--- config.mk ---
export PLATFORM = sky130hd
export DESIGN_NAME = pipad_regs
export DESIGN_NICKNAME = d
export VERILOG_FILES = /design/src/logic/pipad_pkg.sv /design/src/logic/pipad_match.sv /design/src/logic/pipad_regs.sv
export SDC_FILE = /design/constraint.sdc
export NUM_CORES = 1
export LEC_CHECK = 0
export ABC_AREA = 1
export BUFFER_PORTS_ARGS = -buffer_cell sky130_fd_sc_hd__buf_2
export CAP_MARGIN = 30
export CORE_MARGIN = 2
export CORE_UTILIZATION = 45
export DETAILED_ROUTE_END_ITERATION = 8
export MAX_ROUTING_LAYER = met4
export PLACE_DENSITY = 0.68
export REMOVE_ABC_BUFFERS = 1
export SLEW_MARGIN = 20
export SYNTH_ARGS = -nofsm -noshare
export SYNTH_HDL_FRONTEND = slang
export SYNTH_SLANG_ARGS = --single-unit
--- constraint.sdc ---
create_clock -name ref_clk_in -period 2.95 [get_ports ref_clk_in]
set_input_delay 0.1475 -clock ref_clk_in [delete_from_list [all_inputs] [get_ports ref_clk_in]]
set_output_delay 0.1475 -clock ref_clk_in [all_outputs]
set_load 0.05 [all_outputs]
--- src/logic/pipad_pkg.sv ---
// Package for the pipe address register bank.
// Assumes a single 100 MHz clock and byte-serial register writes.
package pipad_pkg;
  // ---------------------------------------------------------------
  // Register offsets
  // ---------------------------------------------------------------
  localparam logic [4:0] PIPAD_OFS_P0 = 5'h0A;
  localparam logic [4:0] PIPAD_OFS_P1 = 5'h0B;
  localparam logic [4:0] PIPAD_OFS_P2 = 5'h0C;
  localparam logic [4:0] PIPAD_OFS_P3 = 5'h0D;
  localparam logic [4:0] PIPAD_OFS_P4 = 5'h0E;
  localparam logic [4:0] PIPAD_OFS_P5 = 5'h0F;
  localparam logic [4:0] PIPAD_OFS_TX = 5'h10;
  // ---------------------------------------------------------------
  // Widths and reset values
  // ---------------------------------------------------------------
  localparam int PIPAD_AW = 40;
  localparam int PIPAD_NBYTES = 5;
  localparam logic [39:0] PIPAD_RST_P0 = 40'hE7_E7E7_E7E7;
  localparam logic [39:0] PIPAD_RST_P1 = 40'hC2_C2C2_C2C2;
  localparam logic [7:0] PIPAD_RST_P2 = 8'hC3;
  localparam logic [7:0] PIPAD_RST_P3 = 8'hC4;
  localparam logic [7:0] PIPAD_RST_P4 = 8'hC5;
  localparam logic [7:0] PIPAD_RST_P5 = 8'hC6;
  localparam logic [39:0] PIPAD_RST_TX = 40'hE7_E7E7_E7E7;
  // Address width setting codes: 1 = 3 bytes, 2 = 4 bytes, 3 = 5 bytes
  localparam logic [1:0] PIPAD_AW_3B = 2'h1;
  localparam logic [1:0] PIPAD_AW_4B = 2'h2;
  localparam logic [1:0] PIPAD_AW_5B = 2'h3;
  localparam logic [2:0] PIPAD_PIPE_NONE = 3'h7;
  typedef enum logic [1:0] {
    PIPAD_IDLE = 2'b00,
    PIPAD_WRITE = 2'b01,
    PIPAD_READ = 2'b11
  } pipad_state_e;
endpackage

--- src/logic/pipad_match.sv ---
// Pipe address matcher: compares a received address with pipe addresses.
// Assumes addresses are presented already assembled, LSB in bits 7:0.
module pipad_match (
  input wire logic ref_clk_in, // 100 MHz clock
  input wire logic rst_in, // Sync reset, active high
  input wire logic check_in, // Received address valid, one cycle
  input wire logic [39:0] rx_addr_in, // Received address
  input wire logic [39:0] mask_in, // Bytes in use for this width
  input wire logic [5:0] pipe_en_in, // Pipe enables
  input wire logic [39:0] p0_in, // Pipe 0 address
  input wire logic [39:0] p1_in, // Pipe 1 address
  input wire logic [7:0] p2_in, // Pipe 2 low byte
  input wire logic [7:0] p3_in, // Pipe 3 low byte
  input wire logic [7:0] p4_in, // Pipe 4 low byte
  input wire logic [7:0] p5_in, // Pipe 5 low byte
  input wire logic [39:0] tx_in, // Transmit address
  input wire logic ptx_in, // Primary transmitter role
  output logic hit_out, // Match found, one cycle
  output logic [2:0] pipe_out // Pipe number of match
);
  logic hit_reg, hit_next;
  logic [2:0] pipe_reg, pipe_next;
  logic [39:0] full [6];

  function automatic logic same(input logic [39:0] a, input logic [39:0] b,
                                input logic [39:0] m);
    same = ((a ^ b) & m) == 40'h00_0000_0000;
  endfunction

  always_comb begin
    full[0] = ptx_in ? tx_in : p0_in;
    full[1] = p1_in;
    full[2] = {p1_in[39:8], p2_in};
    full[3] = {p1_in[39:8], p3_in};
    full[4] = {p1_in[39:8], p4_in};
    full[5] = {p1_in[39:8], p5_in};
    hit_next = 1'b0;
    pipe_next = pipad_pkg::PIPAD_PIPE_NONE;
    if (check_in) begin
      for (int i = 5; i >= 0; i--) begin
        if (pipe_en_in[i] && same(rx_addr_in, full[i], mask_in)) begin
          hit_next = 1'b1;
          pipe_next = 3'(i);
        end
      end
    end
  end

  always_ff @(posedge ref_clk_in) begin
    if (rst_in) begin
      hit_reg <= 1'b0;
      pipe_reg <= pipad_pkg::PIPAD_PIPE_NONE;
    end else begin
      hit_reg <= hit_next;
      pipe_reg <= pipe_next;
    end
  end

  assign hit_out = hit_reg;
  assign pipe_out = pipe_reg;
endmodule

--- src/logic/pipad_regs.sv ---
// Pipe and transmit address registers, byte-serial access.
// Assumes a register access engine delivers start, byte strobes and stop
// synchronous to ref_clk_in.
module pipad_regs (
  input wire logic ref_clk_in, // 100 MHz clock
  input wire logic rst_in, // Sync reset, active high
  input wire logic start_in, // Access begins, one cycle
  input wire logic write_in, // Access is a write
  input wire logic [4:0] addr_in, // Register offset
  input wire logic byte_in, // Byte strobe, one cycle
  input wire logic [7:0] wdata_in, // Write byte
  input wire logic stop_in, // Access ends, one cycle
  input wire logic [1:0] address_width_setting_in, // Address width code
  input wire logic primary_transmitter_role_in, // Transmitter role
  input wire logic [5:0] pipe_en_in, // Receive pipe enables
  input wire logic check_in, // Received address valid
  input wire logic [39:0] rx_addr_in, // Received address
  output logic [7:0] rdata_out, // Read byte for current position
  output logic [39:0] active_tx_out, // Address used when transmitting
  output logic hit_out, // Packet accepted, one cycle
  output logic [2:0] pipe_out // Pipe number of accepted packet
);
  // -----------------------------------------------------------------
  // State
  // -----------------------------------------------------------------
  pipad_pkg::pipad_state_e st_reg, st_next;
  logic [4:0] sel_reg, sel_next;
  logic [2:0] idx_reg, idx_next;
  logic [39:0] p0_reg, p0_next;
  logic [39:0] p1_reg, p1_next;
  logic [7:0] lo_reg [2:5];
  logic [7:0] lo_next [2:5];
  logic [39:0] tx_reg, tx_next;
  logic [7:0] rdata_reg, rdata_next;
  logic [39:0] atx_reg, atx_next;
  logic [2:0] nbytes;
  logic [39:0] mask;

  function automatic logic [39:0] put_byte(input logic [39:0] v,
                                           input logic [2:0] i,
                                           input logic [7:0] b);
    logic [39:0] r;
    r = v;
    r[i*8 +: 8] = b;
    put_byte = r;
  endfunction

  // Bytes past the register read as zero
  function automatic logic [7:0] get_byte(input logic [39:0] v,
                                          input logic [2:0] i);
    get_byte = 8'h00;
    if (i < 3'(pipad_pkg::PIPAD_NBYTES)) begin
      get_byte = v[i*8 +: 8];
    end
  endfunction

  function automatic logic [7:0] lo_byte(input logic [7:0] v,
                                         input logic [2:0] i);
    lo_byte = (i == 3'h0) ? v : 8'h00;
  endfunction

  // -----------------------------------------------------------------
  // Width decode
  // -----------------------------------------------------------------
  always_comb begin
    unique case (address_width_setting_in)
      pipad_pkg::PIPAD_AW_3B: begin
        nbytes = 3'd3;
        mask = 40'h00_00FF_FFFF;
      end
      pipad_pkg::PIPAD_AW_4B: begin
        nbytes = 3'd4;
        mask = 40'h00_FFFF_FFFF;
      end
      default: begin
        nbytes = 3'(pipad_pkg::PIPAD_NBYTES);
        mask = 40'hFF_FFFF_FFFF;
      end
    endcase
  end

  // -----------------------------------------------------------------
  // Next state
  // -----------------------------------------------------------------
  always_comb begin
    st_next = st_reg;
    sel_next = sel_reg;
    idx_next = idx_reg;
    p0_next = p0_reg;
    p1_next = p1_reg;
    lo_next = lo_reg;
    tx_next = tx_reg;
    unique case (st_reg)
      pipad_pkg::PIPAD_IDLE: begin
        if (start_in) begin
          sel_next = addr_in;
          idx_next = 3'd0;
          st_next = write_in ? pipad_pkg::PIPAD_WRITE
                             : pipad_pkg::PIPAD_READ;
        end
      end
      pipad_pkg::PIPAD_WRITE: begin
        if (byte_in && idx_reg < nbytes) begin
          unique case (sel_reg)
            pipad_pkg::PIPAD_OFS_P0:
              p0_next = put_byte(p0_reg, idx_reg, wdata_in);
            pipad_pkg::PIPAD_OFS_P1:
              p1_next = put_byte(p1_reg, idx_reg, wdata_in);
            pipad_pkg::PIPAD_OFS_TX:
              tx_next = put_byte(tx_reg, idx_reg, wdata_in);
            pipad_pkg::PIPAD_OFS_P2,
            pipad_pkg::PIPAD_OFS_P3,
            pipad_pkg::PIPAD_OFS_P4,
            pipad_pkg::PIPAD_OFS_P5:
              if (idx_reg == 3'd0) begin
                lo_next[sel_reg - pipad_pkg::PIPAD_OFS_P2 + 5'd2] = wdata_in;
              end
            default: ;
          endcase
          idx_next = idx_reg + 3'd1;
        end
        if (stop_in) begin
          st_next = pipad_pkg::PIPAD_IDLE;
        end
      end
      pipad_pkg::PIPAD_READ: begin
        if (byte_in && idx_reg < 3'(pipad_pkg::PIPAD_NBYTES)) begin
          idx_next = idx_reg + 3'd1;
        end
        if (stop_in) begin
          st_next = pipad_pkg::PIPAD_IDLE;
        end
      end
      default: st_next = pipad_pkg::PIPAD_IDLE;
    endcase
  end

  // Read byte at the current position, zero beyond the register width
  always_comb begin
    rdata_next = 8'h00;
    unique case (sel_next)
      pipad_pkg::PIPAD_OFS_P0: rdata_next = get_byte(p0_next, idx_next);
      pipad_pkg::PIPAD_OFS_P1: rdata_next = get_byte(p1_next, idx_next);
      pipad_pkg::PIPAD_OFS_TX: rdata_next = get_byte(tx_next, idx_next);
      pipad_pkg::PIPAD_OFS_P2: rdata_next = lo_byte(lo_next[2], idx_next);
      pipad_pkg::PIPAD_OFS_P3: rdata_next = lo_byte(lo_next[3], idx_next);
      pipad_pkg::PIPAD_OFS_P4: rdata_next = lo_byte(lo_next[4], idx_next);
      pipad_pkg::PIPAD_OFS_P5: rdata_next = lo_byte(lo_next[5], idx_next);
      default: rdata_next = 8'h00;
    endcase
    atx_next = primary_transmitter_role_in ? (tx_next & mask)
                                           : 40'h00_0000_0000;
  end

  // -----------------------------------------------------------------
  // Registers
  // -----------------------------------------------------------------
  always_ff @(posedge ref_clk_in) begin
    if (rst_in) begin
      st_reg <= pipad_pkg::PIPAD_IDLE;
      sel_reg <= 5'h00;
      idx_reg <= 3'd0;
      p0_reg <= pipad_pkg::PIPAD_RST_P0;
      p1_reg <= pipad_pkg::PIPAD_RST_P1;
      lo_reg[2] <= pipad_pkg::PIPAD_RST_P2;
      lo_reg[3] <= pipad_pkg::PIPAD_RST_P3;
      lo_reg[4] <= pipad_pkg::PIPAD_RST_P4;
      lo_reg[5] <= pipad_pkg::PIPAD_RST_P5;
      tx_reg <= pipad_pkg::PIPAD_RST_TX;
      rdata_reg <= 8'h00;
      atx_reg <= 40'h00_0000_0000;
    end else begin
      st_reg <= st_next;
      sel_reg <= sel_next;
      idx_reg <= idx_next;
      p0_reg <= p0_next;
      p1_reg <= p1_next;
      lo_reg <= lo_next;
      tx_reg <= tx_next;
      rdata_reg <= rdata_next;
      atx_reg <= atx_next;
    end
  end

  assign rdata_out = rdata_reg;
  assign active_tx_out = atx_reg;

  // Pipe 0 uses the transmit address while transmitting, so the
  // acknowledgement matches even if the host left pipe 0 unequal.
  pipad_match u_match (
    .ref_clk_in(ref_clk_in),
    .rst_in(rst_in),
    .check_in(check_in),
    .rx_addr_in(rx_addr_in),
    .mask_in(mask),
    .pipe_en_in(pipe_en_in),
    .p0_in(p0_reg),
    .p1_in(p1_reg),
    .p2_in(lo_reg[2]),
    .p3_in(lo_reg[3]),
    .p4_in(lo_reg[4]),
    .p5_in(lo_reg[5]),
    .tx_in(tx_reg),
    .ptx_in(primary_transmitter_role_in),
    .hit_out(hit_out),
    .pipe_out(pipe_out)
  );

  // -----------------------------------------------------------------
  // Checks
  // -----------------------------------------------------------------
  chk_p1_first_byte: assert property (
    @(posedge ref_clk_in) disable iff (rst_in)
    st_reg == pipad_pkg::PIPAD_WRITE && sel_reg == pipad_pkg::PIPAD_OFS_P1
    && byte_in && idx_reg == 3'd0 |=> p1_reg[7:0] == $past(wdata_in))
    else $error("pipe 1 first byte not stored in low byte");
  chk_tx_lsb_first: assert property (
    @(posedge ref_clk_in) disable iff (rst_in)
    st_reg == pipad_pkg::PIPAD_WRITE && sel_reg == pipad_pkg::PIPAD_OFS_TX
    && byte_in && idx_reg == 3'd1 |=> tx_reg[15:8] == $past(wdata_in))
    else $error("transmit second byte misplaced");
  chk_p0_store: assert property (
    @(posedge ref_clk_in) disable iff (rst_in)
    st_reg == pipad_pkg::PIPAD_WRITE && sel_reg == pipad_pkg::PIPAD_OFS_P0
    && byte_in && idx_reg == 3'd2 |=> p0_reg[23:16] == $past(wdata_in))
    else $error("pipe 0 third byte misplaced");
  chk_lo_read_p2: assert property (
    @(posedge ref_clk_in) disable iff (rst_in)
    st_reg == pipad_pkg::PIPAD_READ && sel_reg == pipad_pkg::PIPAD_OFS_P2
    && idx_reg == 3'd0 |-> rdata_out == lo_reg[2])
    else $error("pipe 2 read wrong");
  chk_lo_read_p4: assert property (
    @(posedge ref_clk_in) disable iff (rst_in)
    st_reg == pipad_pkg::PIPAD_READ && sel_reg == pipad_pkg::PIPAD_OFS_P4
    && idx_reg == 3'd0 |-> rdata_out == lo_reg[4])
    else $error("pipe 4 read wrong");
  chk_tx_role: assert property (
    @(posedge ref_clk_in) disable iff (rst_in)
    !primary_transmitter_role_in |=> active_tx_out == 40'h00_0000_0000)
    else $error("transmit address shown outside transmitter role");
  chk_hit_pipe2: assert property (
    @(posedge ref_clk_in) disable iff (rst_in)
    check_in && pipe_en_in == 6'b00_0100 && (((rx_addr_in ^
    {p1_reg[39:8], lo_reg[2]}) & mask) == 40'h00_0000_0000)
    |=> hit_out && pipe_out == 3'd2)
    else $error("pipe 2 match missed");
  chk_no_hit: assert property (
    @(posedge ref_clk_in) disable iff (rst_in)
    !check_in |=> !hit_out)
    else $error("match flagged without received address");
endmodule

Word level (Yosys, flattened, before mapping)
Cells that the tools add are included.
{"block": "totals", "reg_bits": 214, "in_bits": 69, "output_inout_bits": 52, "word_cells": 139}
{"block": "classes", "n_addsub": 4, "magnitude_cmp": 5, "eq_ne": 20, "n_shift": 5, "muxes": 52, "bitwise": 16, "n_reduce_logical": 23}
{"cell": "2-to-1 mux 40 bit", "count": 10}
{"cell": "AND 40 bit", "count": 7}
{"cell": "zero test 40 bit", "count": 6}
{"cell": "bitwise XOR 40 bit", "count": 6}
{"cell": "2-to-1 mux 32 bit", "count": 4}
{"cell": "bitwise mux 40 bit", "count": 3}
{"cell": "indexed part select 40 x 7 -> 8 bit", "count": 3}
{"cell": "one-hot mux 40 bit (2 select lines)", "count": 1}
{"cell": "2-to-1 mux 8 bit", "count": 8}
{"cell": "equality test 5 x 4 -> 1 bit, second input constant", "count": 12}
{"cell": "one-hot mux 8 bit (7 select lines)", "count": 1}
{"cell": "variable shift 8 x 34 -> 40 bit, first input constant", "count": 1}
{"cell": "indexed part select 8 x 34 -> 40 bit", "count": 1}
{"cell": "negator 6 -> 34 bit", "count": 1}
{"cell": "bitwise mux 32 bit", "count": 1}
{"cell": "demux 8 bit (select 3 bit)", "count": 1}
{"cell": "2-to-1 mux 3 bit", "count": 7}
{"cell": "equality test 5 bit, second input constant", "count": 2}
{"cell": "2-to-1 mux 2 bit", "count": 5}
{"cell": "2-to-1 mux 5 bit", "count": 2}
{"cell": "logical AND 1 bit", "count": 9}
{"cell": "one-hot mux 3 bit (3 select lines)", "count": 1}
{"cell": "greater-or-equal comparator 6 x 4 -> 1 bit, second input constant", "count": 1}
{"cell": "zero test 3 bit", "count": 2}
{"cell": "19 further kinds", "count": 30}

Logic depth before layout (Yosys ltp)
Gate-level depths: netlist of run 1.
{"block": "depth", "ltp_word": 14, "ltp_mapped": 22, "mapped_depth_nobuf": 20}

Cells and area by module
Synthesis of run 1 repeated with hierarchy kept, for this count alone.
{"block": "hier_totals", "cells_unflattened": 2330, "area_unflattened_um2": 13469.2}
{"mod": "pipad_regs", "n_inst": 1, "cells_each": 1663, "area_each_um2": 10513.8, "seq_area_each_um2": 4204.0}
{"mod": "pipad_match", "n_inst": 1, "cells_each": 667, "area_each_um2": 2955.3, "seq_area_each_um2": 80.1}

Worst setup path before layout of run 1
Ideal clock, no wire load.
{"block": "synth_path", "kind": "register -> register", "startpoint": "register idx_reg[0]", "endpoint": "register rdata_reg[7] (netlist: rdata_out[7])", "arrival_time_ns": 2.414, "required_time_ns": 2.822, "path_slack_ns": 0.408, "path_stages_with_launch": 18, "path_buffers": 2, "path_cell_list": "dfxtp_1 buf_6 inv_4 ha_1 ha_1 inv_1 nand3_1 nor3_2 buf_2 nand4_1 nand3_1 nand3_1 nand2_1 nand2_1 nand2_1 nand2_1 nor2_1 nor2_1"}
{"block": "synth_between", "elab_chain_cells": 9}
{"item": "start, declared", "line": "pipad_regs.sv:28", "text": "logic [2:0] idx_reg, idx_next;"}
{"item": "start signal, assigned", "line": "pipad_regs.sv:175", "text": "idx_reg <= idx_next;"}
{"item": "negator 6 -> 34 bit", "line": "pipad_regs.sv:44", "text": "r[i*8 +: 8] = b;"}
{"item": "indexed part select 8 x 34 -> 40 bit or variable shift 8 x 34 -> 40 bit (tied branches)", "line": "pipad_regs.sv:44"}
{"item": "bitwise mux 40 bit", "line": "pipad_regs.sv:44"}
{"item": "2-to-1 mux 40 bit", "line": "pipad_regs.sv:104", "text": "unique case (sel_reg)"}
{"item": "2-to-1 mux 40 bit", "line": "pipad_regs.sv:103", "text": "if (byte_in && idx_reg < nbytes) begin"}
{"item": "2-to-1 mux 40 bit", "line": "pipad_regs.sv:93", "text": "unique case (st_reg)"}
{"item": "indexed part select 40 x 7 -> 8 bit", "line": "pipad_regs.sv:53", "text": "get_byte = v[i*8 +: 8];"}
{"item": "2-to-1 mux 8 bit", "line": "pipad_regs.sv:52", "text": "if (i < 3'(pipad_pkg::PIPAD_NBYTES)) begin"}
{"item": "one-hot mux 8 bit (7 select lines) (*)", "line": "pipad_regs.sv:141", "text": "unique case (sel_next)"}
{"item": "end signal, assigned", "line": "pipad_regs.sv:180", "text": "rdata_reg <= rdata_next;"}
{"item": "end, declared", "line": "pipad_regs.sv:34", "text": "logic [7:0] rdata_reg, rdata_next;"}
Mark *: on every way between the ends. The rest lies on a longest branch, timed or not.
A chain may end at the register's enable or synchronous reset.

Worst setup path in the final report of run 1
{"block": "layout_path", "startpoint": "register idx_reg[2]", "endpoint": "register rdata_reg[0] (netlist: rdata_out[0])"}
The elaborated chain is that of the path after synthesis.

==> summary.txt, run 1 <==
Status: completed
Period utilization: 0.9648
Hold path start: wdata_in[5]
Reg2Reg Depth: 13
Synth cell count leaders: 689 x nand2_1, 214 x dfxtp_1, 199 x nand3_1, 160 x inv_1, 150 x nor2_1
Fillers: 2906
DRC Markers: 0
Die ar.: 0.02924 mm²
Mux contribution to synthesized area: 0.003190
Vias in the first global route: 12290
Largest net degree at the start of global routing: 82
Detailed Route WL: 50.04 mm
Post-synthesis adder-cell area fraction: 0.01196
CTS clk-pin slew, worst paths: 0.07 ns
Crit-path cells: ha_1 > a21oi_2 > nand3_2 > nor2_4 > buf_12 > buf_4 > nand4_1 > nand3_1 > nand4_1 > nand2_1 > nand2_1 > nor2_1 > nor2_1
HP Class: in2reg
RR Endpoint: rdata_out[0]
Total Routing Usage GR: 0.3470
# setup viols final: 0
Worst setup slack after placement: -0.02342 ns
CP peak stage delay: 0.36 ns
Syn avg cell area: 6.463 µm²
Hpwl dp: 37.93 mm
Maximum fanout along the worst path: 40
# IOs: 121
Top post-synthesis cells by area: dfxtp_1 34%, nand2_1 21%, nand3_1 7.9%
Synth area leader: dfxtp_1
Xor and xnor area share after synthesis: 0.04536
MaxCap Viol Count: 0
Drt wl/cell: 20.23 µm
ANT cells: 0
# rows: 61
Vias per inst: 5.547
Util after Layout: 0.5368
Crit Path Category: reg2reg
Worst endpoint required time: 3.37 ns
Post-synth EDFFs: 0
Largest family of logic cells by synthesized area: simple AND/OR/NAND/NOR gates
Worst skew pair latency: 0.56 ns
Leak pwr: 7.516 nW
Remaining global-route overflow: 0
First-pass GRT wire length: 74.58 mm
DP Cell Count: 2415
Vias: 13720
Total Nets Final: 2157
Ys flop type: dfxtp_1
Syn Inst Count: 1942
Synthesized flop and latch total: 214
CP endpoint kind: register
Number of port buffers: 120
Area Overhead vs Synth: 18.17%
Layout Skew: 0.01839 ns
Clock buffer depth: 3
Initial drt markers: 1527
RSZ-0062 raised after global routing: no
Worst flop-to-flop path startpoint: idx_reg[2]
Core area: 0.02763 mm²
Number of detailed-route iterations in the first pass: 8
Die Y: 171.0 µm
Final Max Tran Viols: 0
Part of the Yosys area used for sequential elements: 0.3413
Sink Count: 214
Initial antenna violation count: 0
Synth warn: 0
Antenna viol nets, final: 0
CP startpoint: idx_reg[2]
Hold path endpoint: p1_reg[5]
Fin area: 0.01483 mm²
Layout cell share with drive strength beyond 1: 0.1475
Ys async rst share: 0
Peak VDD IR: 0.0004426 V
Compound-cell area share of the yosys netlist: 0.07357
Top-area cell type share of the netlist area: 0.3413
Placed cell areas: 0.01380 mm²
Top-count cell post-synth: nand2_1
Slowest-stage cell, CP: dfxtp_2
P per Cell Area: 497.9 mW/mm²
Post-Synth Simple-Gate Area: 0.4331
Hold Vio Cnt, Final: 0
Hold path cells: 3
Worst Slack Setup Final: 0.1039 ns
Clk root buf: clkbuf_16
Cell variety after synth: 47
TritonCTS Buffers: 25
Power Total: 7.385 mW
Starting density of the core: 0.4543
Least-Margin Pin Slew: 0.8647 ns
Startpoint Class: register
Tmin final: 2.846 ns
Fmax: 351.4 MHz
GPL Wtd Cong: 0.9715
Post-route insts no fill: 2473
Die width: 171.0 µm
Post-CTS setup buffer count: 0
Reg2reg setup slack: 0.10 ns
CTS H-tree depth: 1
Rel. slew slack: 0.4221
CTS tree: yes
Crit path DAT: 3.27 ns
Mapped Area: 0.01255 mm²
## area by class of cell
class                   count  area [µm²]  share of cell area
multi-input cells        1459        7204              0.4857
flip-flops and latches    214        4285              0.2889
well taps                 378       473.0             0.03189
clock inverters            14       146.4            0.009870
clock buffers              32       681.9             0.04598
inverters                 178       673.1             0.04539
repair buffers            198        1368             0.09221
## per-stage QoR
| step | setup TNS [ns] | hold slack [ns] |
|---|---|---|
| after CTS | 0 | 0.005253 |
| after global placement | -0.08449 | 0.3616 |
| after detailed placement | -0.02342 | 0.3703 |
| after floorplan | -14.57 | 0.2166 |
| final | 0 | 0.02837 |
| after global routing | 0 | 0.02598 |
## placed cells by master, fill, tap and decap left out, types with 15 or more instances in the layout
cell and count:
xnor2_1 43, nand4_1 114, a21oi_1 64, nand3_2 15
xor2_1 22, inv_1 159, nand3_1 196, o21ai_0 52
nor2_1 145, dfxtp_1 213, clkbuf_16 25, o22ai_1 18
buf_2 120, buf_4 54, nand2_1 689
## layer usage
layer | up-vias | share of wire | track usage
met5 | - | 0 | -
met4 | 0 | 0.033 | 0.1127
met3 | 88 | 0.095 | 0.04071
met2 | 715 | 0.41 | 0.4898
met1 | 6312 | 0.46 | 0.5110
li1 | 6602 | - | -
## what timing repair did
action                                  4_1_cts  5_1_grt
gates resized for setup                       1       19
endpoints found under the hold margin        16        0
endpoints found under the setup margin        1        8
pin swaps                                     0        3
gates cloned                                  0        1
hold buffers                                 11        0
## worst max-delay path by stage
stage                              end
after global routing      rdata_out[0]
after global placement    rdata_out[0]
after detailed placement  rdata_out[0]
after CTS                 rdata_out[0]
final                     rdata_out[0]
after floorplan           rdata_out[0]
## power by group
part           total [mW]  internal, mW  leakage [nW]  switching [mW]
registers            2.96          2.93          1.74          0.0291
clock network        3.18          1.82         0.388            1.36
logic                1.24         0.353          5.39           0.888
## critical path: cells and delay by family (launching register included)
family,cells,cell delay (ns)
and+or+nand+nor,9,1.31
DFF,1,0.36
AOI/OAI and AO/OA,1,0.21
buffers and inverters,2,0.47
adders and majority gates,1,0.34
## logic make-up (layout without fill, tap and decap cells)
kind of cell	Yosys count	count (layout)
mux	4	4
fa+ha+maj	12	12
buf+inv	270	422
compound gates	162	162
xor+xnor	65	65
flops	214	214
simple gates	1215	1216
Note: power is estimated with default switching activity, not from simulation.
==> run 2, diff against run 1 <==
--- a/config.mk
+++ b/config.mk
@@ -9,12 +9,13 @@
 export BUFFER_PORTS_ARGS = -buffer_cell sky130_fd_sc_hd__buf_2
 export CAP_MARGIN = 30
 export CORE_MARGIN = 2
-export CORE_UTILIZATION = 45
+export CORE_UTILIZATION = 30
 export DETAILED_ROUTE_END_ITERATION = 8
 export MAX_ROUTING_LAYER = met4
-export PLACE_DENSITY = 0.68
+export PLACE_DENSITY = 0.51
 export REMOVE_ABC_BUFFERS = 1
 export SLEW_MARGIN = 20
 export SYNTH_ARGS = -nofsm -noshare
 export SYNTH_HDL_FRONTEND = slang
+export SYNTH_HIERARCHICAL = 1
 export SYNTH_SLANG_ARGS = --single-unit
==> summary.txt, run 2 <==
Status: completed
Leak pwr: 9.092 nW (+21%)
# setup viols final: 0 (unchanged)
CTS clk-pin slew, worst paths: 0.06 ns (about the same)
Worst setup slack after placement: -0.1045 ns (-0.08110 ns)
Post-route insts no fill: 3192 (+29%)
Synth cell count leaders: 948 x nand2_1, 348 x nand3_1, 234 x inv_1, 230 x nor2_1, 214 x dfxtp_1
Fin area: 0.01673 mm² (+13%)
Hold path start: addr_in[3]
Largest family of logic cells by synthesized area: simple AND/OR/NAND/NOR gates
Xor and xnor area share after synthesis: 0.001951 (-0.04341)
Initial antenna violation count: 0 (unchanged)
Core area: 0.04422 mm² (+60%)
Hpwl dp: 46.49 mm (+23%)
First-pass GRT wire length: 89.94 mm (+21%)
Int Power: 5.525 mW (+8.2%)
Syn Inst Count: 2330 (+20%)
Layout cell share with drive strength beyond 1: 0.1385 (-0.009032)
Most common cell after layout, fill and taps aside: nand2_1
Hold Vio Cnt, Final: 0 (unchanged)
Switch Pwr: 2.420 mW (+6.1%)
Top-area cell type share of the netlist area: 0.3181 (-0.02327)
Synthesized flop and latch total: 214 (unchanged)
Clock buffer depth: 3 (unchanged)
RR Endpoint: rdata_out[4]
Placed cell areas: 0.01546 mm² (+12%)
Reg2reg setup slack: 0.20 ns (+0.10 ns)
Ys async rst share: 0 (unchanged)
Antenna viol nets, final: 0 (unchanged)
Rel. slew slack: 0.4050 (-0.01716)
CTS tree: yes
Tmin final: 2.747 ns (-0.09940 ns)
Die Y: 215.9 µm (+26%)
Vias in the first global route: 14790 (+20%)
Part of the Yosys area used for sequential elements: 0.3181 (-0.02327)
CTS H-tree depth: 1 (unchanged)
Hold path endpoint: sel_reg[3]
P per Cell Area: 474.8 mW/mm² (-4.6%)
# IOs: 121 (unchanged)
Number of detailed-route iterations in the first pass: 8 (unchanged)
Detailed Route WL: 59.57 mm (+19%)
Reg2Reg Depth: 15 (+2)
Die ar.: 0.04661 mm² (+59%)
Mapped Area: 0.01347 mm² (+7.3%)
Vias per inst: 4.857 (-12%)
Syn avg cell area: 5.781 µm² (-11%)
Vias: 15500 (+13%)
Total Nets Final: 2665 (+24%)
Synth area leader: dfxtp_1
Least-Margin Pin Slew: 0.8925 ns (+0.02784 ns)
CP endpoint kind: register
Final Max Tran Viols: 0 (unchanged)
Worst Slack Setup Final: 0.2033 ns (+0.09940 ns)
# rows: 77 (+26%)
Worst skew pair latency: 0.58 ns (+0.02 ns)
DP Cell Count: 3125 (+29%)
Mux contribution to synthesized area: 0 (-0.003190)
Worst flop-to-flop path startpoint: idx_reg[2]
Worst endpoint required time: 3.40 ns (+0.03 ns)
Share of total power in the clock network: 0.457 (+0.026)
Synth warn: 6 (+6)
Area Overhead vs Synth: 24.24%
Compound-cell area share of the yosys netlist: 0.05072 (-0.02285)
Post-synth EDFFs: 0 (unchanged)
DRC Markers: 0 (unchanged)
Gate power share: 0.172 (+0.004)
Initial drt markers: 1409 (-7.7%)
Fmax: 364.1 MHz (+3.6%)
Clk root buf: clkbuf_16
Sequential share of power: 0.372 (-0.029)
TritonCTS Buffers: 28 (+12%)
Top post-synthesis cells by area: dfxtp_1 32%, nand2_1 26%, nand3_1 13%
ANT cells: 0 (unchanged)
Number of port buffers: 120 (unchanged)
Crit path DAT: 3.19 ns (-0.08 ns)
Layout Skew: 0.02718 ns (+0.008791 ns)
Startpoint Class: register
Hold path cells: 5 (+2)
Post-Synth Simple-Gate Area: 0.5164 (+0.08334)
HP Class: in2reg
Period utilization: 0.9311 (-0.03369)
Most frequent cells in the layout: 938 x nand2_1, 344 x nand3_1, 232 x inv_1
Peak VDD IR: 0.0003842 V (-13%)
GPL Wtd Cong: 0.9708 (about the same)
RSZ-0062 raised after global routing: no
Sink Count: 214 (unchanged)
Util after Layout: 0.3784 (-0.1584)
Total Routing Usage GR: 0.2613 (-0.08570)
Ys flop type: dfxtp_1
Post-synthesis adder-cell area fraction: 0.01393 (+0.001971)
Cell variety after synth: 37 (-21%)
Die width: 215.9 µm (+26%)
Starting density of the core: 0.3046 (-0.1497)
Crit Path Category: reg2reg
Remaining global-route overflow: 0 (unchanged)
Largest net degree at the start of global routing: 83 (+1.2%)
Drt wl/cell: 18.66 µm (-7.8%)
Switching Share: 0.3045 (-0.004257)
MaxCap Viol Count: 0 (unchanged)
Maximum fanout along the worst path: 31 (-23%)
Top-count cell post-synth: nand2_1
[run 2: cell count changes in the layout (fill, tap and decap cells not counted), moves of 73 or more]
cell	previous run	this run
conb_1	0	77
inv_1	159	232
nand2_1	689	938
nand3_1	196	344
nand4_1	114	34
nor2_1	145	226
[run 2: routing by layer]
| metal | share of wire | vias to the layer above | global-route usage |
|---|---|---|---|
| met5 | 0 | - | - |
| met4 | 0.028 | 0 | 0.07009 |
| met3 | 0.064 | 88 | 0.02692 |
| met2 | 0.45 | 510 | 0.4207 |
| met1 | 0.46 | 7152 | 0.3491 |
| li1 | - | 7754 | - |
[run 2: worst max-delay path, cell delays in order (launching register included)]
cell and delay, ns:
dfxtp_2 0.35, ha_1 0.32, nand2_1 0.09, inv_1 0.07, nor2_4 0.15, nand3_4 0.20
nor2_4 0.16, buf_12 0.19, buf_4 0.17, nand4_1 0.12, nand3_1 0.11, nand2_1 0.08
o21ai_2 0.32, nand2_1 0.10, nor2_1 0.11, nor2_1 0.04
[run 2: worst max path at each step]
stage | start | endpoint | slack (ns) | depth (start not counted)
detailed placement | address_width_setting_in[1] | rdata_out[4] | -0.10 | 18
global route | idx_reg[1] | rdata_out[4] | 0.04 | 15
finish | idx_reg[2] | rdata_out[4] | 0.20 | 15
CTS | idx_reg[1] | rdata_out[4] | 0.06 | 18
floorplan | idx_reg[0] | rdata_out[1] | -0.66 | 14
global placement | address_width_setting_in[1] | rdata_out[4] | -0.04 | 18
[run 2: cell families after synthesis]
group	count (synthesis)
flops	214
xor+xnor	3
other cells	1
compound gates	129
buf+inv	326
simple gates	1642
fa+ha+maj	15
[run 2: power by group through the flow]
| stage | clock, mW | sequential, mW | combinational (mW) |
|---|---|---|---|
| floorplan | 0 | 3.11 | 0.606 |
| global placement | 0 | 3.02 | 1.31 |
| detailed placement | 0 | 3.02 | 1.31 |
| CTS | 3.69 | 2.95 | 1.32 |
| global route | 3.80 | 2.95 | 1.48 |
| finish | 3.63 | 2.95 | 1.36 |
[run 2: what timing repair did]
action | 4_1_cts | 5_1_grt
buffers inserted | 0 | 9
hold endpoints to repair | 11 | 0
gates resized for setup | 1 | 41
endpoints found under the setup margin | 1 | 8
hold buffers | 9 | 0
pin swaps | 0 | 2
[run 2: metrics by stage]
| step | total power, mW | TNS [ns] | hold WS, ns |
|---|---|---|---|
| floorplan | 3.719 | -11.46 | 0.2166 |
| finish | 7.945 | 0 | 0.02952 |
| global placement | 4.327 | -0.04185 | 0.4260 |
| CTS | 7.969 | 0 | 0.003589 |
| detailed placement | 4.328 | -0.1363 | 0.4305 |
| global route | 8.230 | 0 | 0.03221 |
[run 2: cell type report]
type | instances | area (µm²)
inverter | 240 | 903.4
tap | 592 | 740.7
timing repair buffer | 231 | 1570
fill | 4940 | 27490
sequential | 214 | 4285
clock inverter | 7 | 116.4
multi-input combinational | 1866 | 8273
clock buffer | 42 | 844.6
